[src/pkg/potu_pkg.sv]
// Package for the pattern output unit trigger and enable block
`default_nettype none
package potu_pkg;
  // Register byte addresses, one byte apart
  localparam logic [19:0] TRIG_SEL_ADDR = 20'hfffa1;
  localparam logic [19:0] UP_EN_ADDR = 20'hfffa2;
  localparam logic [19:0] LO_EN_ADDR = 20'hfffa3;
  localparam logic [19:0] UP_PEND_ADDR = 20'hfffa4;
  localparam logic [19:0] LO_PEND_ADDR = 20'hfffa5;
  // Reset values
  localparam logic [7:0] TRIG_SEL_RST = 8'hff;
  localparam logic [7:0] EN_RST = 8'h00;
  localparam logic [7:0] PEND_RST = 8'h00;
  localparam logic [7:0] PORT_RST = 8'h00;
  // Select field positions (low bit of each 2-bit field) and output group width
  localparam int GRP0_SEL_POS = 0;
  localparam int GRP1_SEL_POS = 2;
  localparam int GRP2_SEL_POS = 4;
  localparam int GRP3_SEL_POS = 6;
  localparam int GRP_W = 4;
  // Channel encodings
  localparam logic [1:0] SEL_CH0 = 2'h0;
  localparam logic [1:0] SEL_CH1 = 2'h1;
endpackage
`default_nettype wire

[src/logic/potu_group.sv]
// One 4-bit output group: trigger select and enabled transfer
`timescale 1ns/100ps
`default_nettype none
module potu_group (
  input wire logic mclk_i,
  input wire logic rst_n_i,
  input wire logic [1:0] sel_i,
  input wire logic [2:0] match_i,
  input wire logic [3:0] enable_i,
  input wire logic [3:0] pending_i,
  output logic [3:0] pins_o,
  output logic fire_o
);
  logic trig;

  always_comb begin
    case (sel_i)
      potu_pkg::SEL_CH0: trig = match_i[0];
      potu_pkg::SEL_CH1: trig = match_i[1];
      default: trig = match_i[2]; // Both 10 and 11 pick channel 2
    endcase
  end

  assign fire_o = trig;

  // Single-cycle copy; disabled bits hold their value
  always_ff @(posedge mclk_i or negedge rst_n_i) begin
    if (!rst_n_i) begin
      pins_o <= potu_pkg::PORT_RST[3:0];
    end else if (trig) begin
      pins_o <= (pending_i & enable_i) | (pins_o & ~enable_i);
    end
  end
endmodule // potu_group
`default_nettype wire

[src/logic/potu_top.sv]
// Pattern output unit: trigger selection, output enables, pending data
`timescale 1ns/100ps
`default_nettype none
// How it works
// Group 3 select in bits 7:6; 00 ch0, 01 ch1, 1x ch2.
// Group 3 drives outputs 15..12 from pending data on its match.
// Group 2 select in bits 5:4, same channel encoding.
// Group 1 select in bits 3:2, covering outputs 7..4.
// Group 0 select in bits 1:0, covering outputs 3..0.
// Upper enable bit 0 blocks transfer to port B bit.
// Upper enable bit 1 lets pending bit reach port B on trigger.
// Lower enable bit 0 blocks transfer to port A bit.
// Lower enable bit 1 lets pending bit reach port A on trigger.
// Pending registers hold next output values per group.
// Transfer takes one cycle on strobe; disabled bits keep value.
module potu_top (
  input wire logic mclk_i,
  input wire logic rst_n_i,
  input wire logic [19:0] addr_i,
  input wire logic [7:0] wdata_i,
  input wire logic wr_i,
  input wire logic rd_i,
  output logic [7:0] rdata_o,
  input wire logic [2:0] match_i,
  output logic [7:0] port_a_pins_o,
  output logic [7:0] port_b_pins_o,
  output logic [7:0] port_a_oe_o,
  output logic [7:0] port_b_oe_o
);
  logic [7:0] trig_sel_r;
  logic [7:0] upper_enable_bits_r;
  logic [7:0] lower_enable_bits_r;
  logic [7:0] upper_pending_bits_r;
  logic [7:0] lower_pending_bits_r;
  logic [15:0] pins;
  logic [7:0] rdata_nxt;

  always_ff @(posedge mclk_i or negedge rst_n_i) begin
    if (!rst_n_i) begin
      trig_sel_r <= potu_pkg::TRIG_SEL_RST;
    end else if (wr_i && addr_i == potu_pkg::TRIG_SEL_ADDR) begin
      trig_sel_r <= wdata_i;
    end
  end

  always_ff @(posedge mclk_i or negedge rst_n_i) begin
    if (!rst_n_i) begin
      upper_enable_bits_r <= potu_pkg::EN_RST;
      lower_enable_bits_r <= potu_pkg::EN_RST;
    end else if (wr_i) begin
      if (addr_i == potu_pkg::UP_EN_ADDR) begin
        upper_enable_bits_r <= wdata_i;
      end
      if (addr_i == potu_pkg::LO_EN_ADDR) begin
        lower_enable_bits_r <= wdata_i;
      end
    end
  end

  // Pending data written by software, copied out on trigger
  always_ff @(posedge mclk_i or negedge rst_n_i) begin
    if (!rst_n_i) begin
      upper_pending_bits_r <= potu_pkg::PEND_RST;
      lower_pending_bits_r <= potu_pkg::PEND_RST;
    end else if (wr_i) begin
      if (addr_i == potu_pkg::UP_PEND_ADDR) begin
        upper_pending_bits_r <= wdata_i;
      end
      if (addr_i == potu_pkg::LO_PEND_ADDR) begin
        lower_pending_bits_r <= wdata_i;
      end
    end
  end

  genvar g;
  generate
    for (g = 0; g < 4; g++) begin : grp
      potu_group u_grp (
        .mclk_i(mclk_i),
        .rst_n_i(rst_n_i),
        .sel_i(trig_sel_r[2*g +: 2]),
        .match_i(match_i),
        .enable_i((g < 2) ? lower_enable_bits_r[4*(g%2) +: 4]
                          : upper_enable_bits_r[4*(g%2) +: 4]),
        .pending_i((g < 2) ? lower_pending_bits_r[4*(g%2) +: 4]
                           : upper_pending_bits_r[4*(g%2) +: 4]),
        .pins_o(pins[potu_pkg::GRP_W*g +: 4]),
        .fire_o()
      );
    end
  endgenerate

  assign port_a_pins_o = pins[7:0];
  assign port_b_pins_o = pins[15:8];
  // Pin drives only where the pattern output is enabled
  assign port_a_oe_o = lower_enable_bits_r;
  assign port_b_oe_o = upper_enable_bits_r;

  always_comb begin
    case (addr_i)
      potu_pkg::TRIG_SEL_ADDR: rdata_nxt = trig_sel_r;
      potu_pkg::UP_EN_ADDR: rdata_nxt = upper_enable_bits_r;
      potu_pkg::LO_EN_ADDR: rdata_nxt = lower_enable_bits_r;
      potu_pkg::UP_PEND_ADDR: rdata_nxt = upper_pending_bits_r;
      potu_pkg::LO_PEND_ADDR: rdata_nxt = lower_pending_bits_r;
      default: rdata_nxt = 8'h00;
    endcase
  end

  // Read data valid only the cycle after the strobe
  always_ff @(posedge mclk_i or negedge rst_n_i) begin
    if (!rst_n_i) begin
      rdata_o <= 8'h00;
    end else if (rd_i) begin
      rdata_o <= rdata_nxt;
    end else begin
      rdata_o <= 8'h00;
    end
  end
endmodule // potu_top
`default_nettype wire

[config.mk]
export PLATFORM = sky130hd
export DESIGN_NAME = potu_top
export DESIGN_NICKNAME = d
export VERILOG_FILES = /design/src/pkg/potu_pkg.sv /design/src/logic/potu_group.sv /design/src/logic/potu_top.sv
export SDC_FILE = /design/constraint.sdc
export NUM_CORES = 1
export LEC_CHECK = 0
export BUFFER_PORTS_ARGS = -buffer_cell sky130_fd_sc_hd__clkbuf_2
export CAP_MARGIN = 10
export CORE_AREA = 2 2 68 118
export DETAILED_ROUTE_END_ITERATION = 8
export DIE_AREA = 0 0 70 120
export PLACE_DENSITY = 0.66
export SYNTH_ARGS = -nofsm -noshare
export SYNTH_HDL_FRONTEND = slang
export SYNTH_SLANG_ARGS = --single-unit
[constraint.sdc]
create_clock -name mclk_i -period 3.9 [get_ports mclk_i]
set_input_delay 0.585 -clock mclk_i [delete_from_list [all_inputs] [get_ports mclk_i]]
set_output_delay 0.585 -clock mclk_i [all_outputs]
set_load 0.005 [all_outputs]
==> results of run 1 <==
## critical path: stages
cell and delay [ns]:
clkbuf_2 0.09, or3b_4 0.42, nor4_4 0.26, nand4b_2 0.40, mux2_2 0.41
## path summary, 6_finish.rpt
path / start / end / slack [ns] / cells past startpoint
max in group asynchronous: rst_n_i / asynchronous set/reset pin / 2.73 / 2
setup / recovery: addr_i[3] / upper_pending_bits_r[3]$_DFFE_PN0P_ / 1.93 / 5
hold / removal: rst_n_i / upper_pending_bits_r[2]$_DFFE_PN0P_ / 0.36 / 1
hold reg to reg: flip-flop / flip-flop / 0.51 / 1
setup reg to reg: trig_sel_r[6]$_DFFE_PN1P_ / flip-flop / 1.99 / 4
min in group mclk_i: flip-flop / flip-flop / 0.51 / 1
## through the flow
stage	power [mW]	setup slack (ns)	hold slack [ns]	utilization, %
4_1_cts	1.49	1.93	0.382	49.2
6_report	1.48	1.93	0.362	49.2
5_1_grt	1.53	1.84	0.432	49.2
3_3_place_gp	0.740	1.64	0.489	45.4
2_1_floorplan	0.696	1.97	0.289	-
3_5_place_dp	0.741	1.60	0.495	45.4
## power breakdown
group	internal (mW)	switching, mW	total [mW]
logic	0.0208	0.0429	0.0637
clock network	0.483	0.266	0.748
registers	0.666	0.0000105	0.666
total	1.17	0.309	1.48
## cell type report
cell class / instances / area share [%]
Inverter: 2 / 0.204
Clock buffer: 16 / 7.67
Timing Repair Buffer: 76 / 10.5
Tap cell: 88 / 3.00
Sequential cell: 64 / 43.9
Multi-Input combinational cell: 137 / 34.8
## cells by family after synthesis
group | synth area share (%)
compound gates | 5.50
buf+inv | 0.902
flops | 55.3
mux | 28.9
simple gates | 9.45
## per-layer routing
metal	GRT usage, %	vias to the layer above	part of all wire [%]
li1	-	928	-
met1	19.4	1005	39
met2	30.5	59	53
met3	4.45	14	4.5
met4	10.8	0	3.7
met5	0	-	0
## cells in the final DEF, fill, tap and decap left out, types with 2 or more instances in the layout
cell type / instances
dfrtp_1: 56
o21ai_0: 4
o2bb2ai_1: 8
nand3_2: 3
clkbuf_8: 3
nor2_1: 2
dfstp_2: 8
inv_1: 2
nor4_4: 2
nand4b_1: 2
clkbuf_1: 4
nand2_1: 21
mux2_2: 64
clkbuf_2: 74
clkbuf_16: 9
mux2i_1: 12
a22o_1: 8
nor2b_1: 2
nand4_1: 2
buf_4: 2
==> impl_metrics.json, run 1 <==
{
  "synthToLayoutAreaGrowth_pct": 26.0,
  "grt_pass1_vias": 2118,
  "status": "complete, no violations",
  "rsz0062_at_grt": "no",
  "antenna_cells": 0,
  "stdcell_count": 383,
  "finClkSkew_ns": 0.00597,
  "drive_above_1_share_pct": 57.3,
  "clock_sinks": 64,
  "required_ns": 4.11,
  "ys_seq_area_share_pct": 55.3,
  "cts_tree": "yes",
  "fin_crit_sh_pct": 50.4,
  "hpwl_mm": 5.04,
  "core_area_sq_mm": 0.00746,
  "synth.distinct_cells": 24,
  "routed_wl_mm": 7.02,
  "synth_seq_cells": 64,
  "final_area_sq_mm": 0.00367,
  "syn-cell-area_sq_mm": 0.00291,
  "synth.most_common_cell": "mux2_2",
  "clock_latency_ns": 0.33,
  "yosys-top-cells-count": "64 x mux2_2, 56 x dfrtp_1, 21 x nand2_1",
  "synth-edff-count": 0,
  "drc": 0,
  "synth_top_cell_area_share_pct": 48.1,
  "portBuffers": 74,
  "num-fill-cells": 698,
  "async_flop_share_pct": 100,
  "cp_max_fo": 8,
  "hold_violations": 0,
  "seq_area_sq_mm": 0.00161,
  "hold_class": "input pin to asynchronous set/reset pin",
  "grt_pass1_wl_mm": 11.1,
  "p_per_area_mw_per_mm2": 402,
  "dpl_cell_area_sq_mm": 0.00339,
  "antenna_found_initial": 0,
  "maxCapViolations": 0,
  "multi_input_area_sq_mm": 0.00128,
  "drt-initial-drc-count": 76,
  "io_pins": 75,
  "vias": 2006,
  "fin_nets": 325,
  "ys_top_cells_by_area": "dfrtp_1 48%, mux2_2 25%, dfstp_2 7.2%",
  "numPlacedInstances": 367,
  "endpoint_kind": "flip-flop",
  "dr.pass1.iters": 4,
  "postCtsSetupBuffers": 0,
  "fmax_mhz": 509,
  "die-width_um": 70,
  "cp.arrival_ns": 2.17,
  "yosysTopAreaCell": "dfrtp_1",
  "worst_setup_path_start_kind": "input pin",
  "gp_routability_congestion": 0.773,
  "drv_slew": 0,
  "grt_use_total_pct": 17.8,
  "postSynthCellCount": 208,
  "setup_tns_ns": 0,
  "p_leak_nw": 1.90,
  "clk_pin_slew_ns": 0.05,
  "setup_viol": 0,
  "syn_nets": 243,
  "path_class": "input pin to flip-flop",
  "grt_max_degree": 35,
  "maxSlewHeadroom_pct": 35.4,
  "die_area_sq_mm": 0.00840,
  "rows": 42,
  "cts-root-buf": "clkbuf_16",
  "avgSynthCellArea_sq_um": 14.0,
  "cts_resized": 0,
  "synth_top_flop_cell": "dfrtp_1",
  "tightest_slew_ns": 0.959,
  "cts_buffer_depth": 2,
  "ant_nets": 0,
  "cts_buffers": 9,
  "irDropWorstVdd_uv": 226,
  "die_h_um": 120,
  "hold_buffers": 0,
  "avgRoutedWirePerCell_um": 18.3,
  "overflow": 0,
  "yosys_warnings": 0,
  "cts_htree_levels": 3,
  "start_util_pct": 39.1,
  "min_period_ns": 1.97,
  "viasPerCell": 5.24
}
No activity file was read; power rests on OpenSTA's default activity.
==> run 2: changes to the inputs <==
==> constraint.sdc (replaced) <==
create_clock -name mclk_i -period 1.9 [get_ports mclk_i]
set_input_delay 0.285 -clock mclk_i [delete_from_list [all_inputs] [get_ports mclk_i]]
set_output_delay 0.285 -clock mclk_i [all_outputs]
set_load 0.005 [all_outputs]
==> impl_metrics.json, run 2 (synthesis results as in run 1) <==
{
  "status": "complete, no violations",
  "clock_latency_ns": 0.32,
  "routed_wl_mm": 6.93,
  "tightest_slew_ns": 0.625,
  "maxSlewHeadroom_pct": 57.9,
  "cts_htree_levels": 3,
  "power.internal_mw": 2.38,
  "hold_violations": 0,
  "grt_pass1_wl_mm": 10.7,
  "layout_common_cells": "74 x clkbuf_2, 64 x mux2_2, 56 x dfrtp_1, 21 x nand2_1, 18 x buf_4",
  "synthToLayoutAreaGrowth_pct": 30.8,
  "num-fill-cells": 687,
  "grt_pass1_vias": 2151,
  "viasPerCell": 5.15,
  "final_common_cell": "clkbuf_2",
  "cts_tree": "yes",
  "required_ns": 2.11,
  "endpoint_kind": "flip-flop",
  "pwr-share-clk_pct": 49.5,
  "core_area_sq_mm": 0.00746,
  "cts_resized": 0,
  "antenna_cells": 0,
  "drt-initial-drc-count": 37,
  "start_util_pct": 39.1,
  "whs_ns": 0.273,
  "netSwitchingFraction_pct": 20.6,
  "fmax_mhz": 607,
  "drc": 0,
  "io_pins": 75,
  "p_leak_nw": 1.98,
  "irDropWorstVdd_uv": 481,
  "slowest_stage": "dfstp_2",
  "crit_start": "trig_sel_r[2]$_DFFE_PN1P_",
  "regToRegSetupSlack_ns": 0.25,
  "postCtsSetupBuffers": 0,
  "drv_slew": 0,
  "cp.arrival_ns": 1.86,
  "dr.pass1.iters": 4,
  "die-width_um": 70,
  "setup_tns_ns": 0,
  "fin_nets": 343,
  "die_h_um": 120,
  "hold_buffers": 1,
  "grt_max_degree": 65,
  "drive_above_1_share_pct": 59.1,
  "portBuffers": 74,
  "seqPwrFrac_pct": 45.7,
  "setup_viol": 0,
  "cpPeakStageDelay_ns": 0.54,
  "final_core_util_pct": 51.1,
  "min_period_ns": 1.65,
  "hold_path_depth": 2,
  "finClkSkew_ns": 0.00595,
  "path_class": "flip-flop to flip-flop",
  "worst_setup_path_start_kind": "flip-flop",
  "cp_cell_sequence": "mux2i_1, o21ai_0, nand2_1, mux2_2",
  "clk_pin_slew_ns": 0.05,
  "fin_crit_sh_pct": 86.8,
  "reg2reg_from": "trig_sel_r[2]$_DFFE_PN1P_",
  "r2r_cells": 4,
  "rows": 42,
  "maxCapViolations": 0,
  "ant_nets": 0,
  "cts_buffers": 9,
  "avgRoutedWirePerCell_um": 17.3,
  "hold_class": "input pin to flip-flop",
  "p_per_area_mw_per_mm2": 784,
  "clock_sinks": 64,
  "gp_routability_congestion": 0.762,
  "p_comb_share_pct": 4.8,
  "vias": 2064,
  "cts_buffer_depth": 2,
  "cts-root-buf": "clkbuf_16",
  "grt_use_total_pct": 17.2,
  "antenna_found_initial": 0,
  "cp_max_fo": 4,
  "die_area_sq_mm": 0.00840,
  "p_switching_mw": 0.615,
  "overflow": 0,
  "rsz0062_at_grt": "no",
  "hpwl_mm": 5.16
}
==> run 2: cell types whose count changed in the layout (fill, tap and decap cells not counted) <==
cell | before | now
clkbuf_1 | 4 | 5
dlygate4sd3_1 | 0 | 1
clkbuf_8 | 3 | 2
buf_4 | 2 | 18
buf_12 | 0 | 1
==> run 2: worst min path at each step <==
| stage | start | to |
|---|---|---|
| floorplan | rst_n_i | asynchronous set/reset pin |
| global placement | rst_n_i | port_a_oe_o[0]$_DFFE_PN0P_ |
| detailed placement | rst_n_i | port_a_oe_o[0]$_DFFE_PN0P_ |
| CTS | wdata_i[1] | port_a_oe_o[1]$_DFFE_PN0P_ |
| global route | wdata_i[1] | port_b_oe_o[1]$_DFFE_PN0P_ |
| finish | wdata_i[3] | port_a_oe_o[3]$_DFFE_PN0P_ |
==> run 2: critical path, delay by kind of cell (launching register included) <==
family,cells,cell delay (ns)
flops,1,0.54
compound gates,1,0.51
simple gates,1,0.13
mux,2,0.36
==> run 2: cell type report <==
cell class / instances / area, sq um / share of cell area (%)
well taps: 88 / 110 / 2.89
flip-flops and latches: 64 / 1610 / 42.3
multi-input cells: 137 / 1280 / 33.5
inverters: 2 / 7.51 / 0.197
clock buffers: 16 / 272 / 7.12
repair buffers: 94 / 536 / 14.0
==> run 2: through the flow <==
step	instance area (sq um)	setup slack, ns	total power, mW	instances
final	3810	0.251	2.99	401
after global routing	3810	0.178	3.11	401
after CTS	3810	0.232	3.03	401
after detailed placement	3530	0.0852	1.53	384
after global placement	3530	0.113	1.53	384
after floorplan	2910	0.268	1.43	208
==> run 2: per-layer routing <==
layer	share of wire [%]	vias to the layer above	wire length [um]	track usage, %
li1	-	967	-	-
met5	0	-	0	0
met2	55	55	3780	29.6
met3	4.1	9	285	4.11
met4	2.2	0	152	9.13
met1	39	1033	2710	19.3
==> run 2: power by group through the flow <==
| stage | logic, mW | clock network [mW] | registers (mW) |
|---|---|---|---|
| 2_1_floorplan | 0.0393 | 0 | 1.39 |
| 3_3_place_gp | 0.142 | 0 | 1.39 |
| 3_5_place_dp | 0.145 | 0 | 1.39 |
| 4_1_cts | 0.147 | 1.52 | 1.37 |
| 5_1_grt | 0.157 | 1.59 | 1.36 |
| 6_report | 0.143 | 1.48 | 1.37 |
==> run 3: changes to the inputs <==
--- a/config.mk
+++ b/config.mk
@@ -7,9 +7,9 @@
 export LEC_CHECK = 0
 export BUFFER_PORTS_ARGS = -buffer_cell sky130_fd_sc_hd__clkbuf_2
 export CAP_MARGIN = 10
-export CORE_AREA = 2 2 68 118
+export CORE_AREA = 2 2 89 91
 export DETAILED_ROUTE_END_ITERATION = 8
-export DIE_AREA = 0 0 70 120
+export DIE_AREA = 0 0 91 93
 export PLACE_DENSITY = 0.66
 export SYNTH_ARGS = -nofsm -noshare
 export SYNTH_HDL_FRONTEND = slang
==> impl_metrics.json, run 3 (synthesis results as in run 1) <==
{
  "start_util_pct": 38.7,
  "maxCapViolations": 0,
  "antenna_found_initial": 0,
  "avgRoutedWirePerCell_um": 16.2,
  "cts_buffers": 9,
  "overflow": 0,
  "p_leak_nw": 1.98,
  "numPlacedInstances": 400,
  "fin_nets": 345,
  "stdcell_count": 416,
  "reg2reg_from": "trig_sel_r[0]$_DFFE_PN1P_",
  "endpoint_kind": "flip-flop",
  "die-width_um": 91,
  "final_common_cell": "clkbuf_2",
  "status": "complete, no violations",
  "clock_sinks": 64,
  "final_core_util_pct": 50.6,
  "min_period_ns": 1.53,
  "grt_max_degree": 65,
  "grt_pass1_wl_mm": 10.9,
  "core_area_sq_mm": 0.00753,
  "drive_above_1_share_pct": 60.8,
  "routed_wl_mm": 6.72,
  "rows": 32,
  "maxSlewHeadroom_pct": 47.8,
  "fmax_mhz": 652,
  "portBuffers": 74,
  "cp_max_fo": 3,
  "grt_use_total_pct": 16.6,
  "clk_pin_slew_ns": 0.07,
  "pwr-share-clk_pct": 47.8,
  "finClkSkew_ns": 0.00376,
  "drt-initial-drc-count": 80,
  "die_area_sq_mm": 0.00846,
  "seqPwrFrac_pct": 47.2,
  "viasPerCell": 4.95,
  "io_pins": 75,
  "rsz0062_at_grt": "no",
  "multi_input_area_sq_mm": 0.00128,
  "worst_setup_path_start_kind": "flip-flop",
  "p_comb_share_pct": 5.0,
  "hold_violations": 0,
  "vias": 2058,
  "p_per_area_mw_per_mm2": 757,
  "seq_area_sq_mm": 0.00161,
  "gp_routability_congestion": 0.767,
  "required_ns": 2.12,
  "antenna_cells": 0,
  "cts_buffer_depth": 2,
  "cts-root-buf": "clkbuf_8",
  "hpwl_mm": 4.88,
  "crit_start": "trig_sel_r[0]$_DFFE_PN1P_",
  "fin_crit_sh_pct": 80.7,
  "cts_resized": 0,
  "drv_slew": 0,
  "path_class": "flip-flop to flip-flop",
  "tightest_slew_ns": 0.781,
  "drc": 0,
  "clock_latency_ns": 0.33,
  "layout_common_cells": "74 x clkbuf_2, 64 x mux2_2, 56 x dfrtp_1, 21 x nand2_1, 20 x buf_4",
  "cts_tree": "yes",
  "netSwitchingFraction_pct": 20.5,
  "die_h_um": 93,
  "synthToLayoutAreaGrowth_pct": 30.8,
  "ant_nets": 0,
  "num-fill-cells": 699,
  "setup_viol": 0,
  "power.internal_mw": 2.29,
  "hold_class": "input pin to flip-flop",
  "grt_pass1_vias": 2145,
  "irDropWorstVdd_uv": 297,
  "cts_htree_levels": 3,
  "hp-start": "wdata_i[5]",
  "cp.arrival_ns": 1.75,
  "p_switching_mw": 0.593,
  "dr.pass1.iters": 4,
  "setup_tns_ns": 0
}
## run 3: cell types whose count changed in the layout (fill, tap and decap cells not counted)
cell,previous run,this run
clkbuf_16,9,0
buf_4,18,20
clkbuf_1,5,0
bufinv_16,0,2
clkbuf_8,2,13
## run 3: repair_timing
action | in CTS | in global routing
buffers inserted | 0 | 0
hold endpoints to repair | 56 | 0
hold buffers | 1 | 0
## run 3: power groups by stage
stage	logic, mW	registers (mW)	clock network [mW]
2_1_floorplan	0.0393	1.39	0
3_3_place_gp	0.144	1.39	0
3_5_place_dp	0.145	1.39	0
4_1_cts	0.147	1.36	1.40
5_1_grt	0.159	1.36	1.46
6_report	0.144	1.36	1.38
## run 3: metrics by stage
step | power, mW | cell area, sq um | setup slack (ns) | hold slack, ns
3_3_place_gp | 1.53 | 3560 | 0.101 | 0.329
4_1_cts | 2.91 | 3810 | 0.375 | 0.246
3_5_place_dp | 1.53 | 3560 | 0.0797 | 0.333
2_1_floorplan | 1.43 | 2910 | 0.268 | -0.0106
5_1_grt | 2.98 | 3810 | 0.270 | 0.248
6_report | 2.89 | 3810 | 0.367 | 0.246
## run 3: layout make-up
| cell class | instances | area share, % |
|---|---|---|
| clock inverter | 2 | 1.58 |
| clock buffer | 13 | 4.69 |
| tap | 102 | 3.35 |
| multi-input combinational | 137 | 33.5 |
| timing repair buffer | 96 | 14.4 |
| inverter | 2 | 0.197 |
| sequential | 64 | 42.3 |
## run 3: path summary, 6_finish.rpt
path	end	slack, ns	cells after the start
max	flip-flop	0.37	5
min	port_a_oe_o[5]$_DFFE_PN0P_	0.25	2
max reg2reg	flip-flop	0.37	5
min reg2reg	flip-flop	0.51	1
max in group asynchronous	trig_sel_r[7]$_DFFE_PN1P_	1.09	3
min in group asynchronous	rdata_o[2]$_DFF_PN0_	0.49	3
## run 3: worst max-delay path: stages, from the launching register on
cell and delay, ns:
dfstp_2 0.56, mux2i_1 0.17, o21ai_0 0.13, buf_4 0.17
nand2_1 0.07, mux2_2 0.33
## run 3: layer usage
| layer | track usage, % | wire length [um] |
|---|---|---|
| met5 | 0 | 0 |
| met4 | 5.30 | 75 |
| met3 | 5.32 | 428 |
| met2 | 26.9 | 3170 |
| met1 | 21.3 | 3050 |
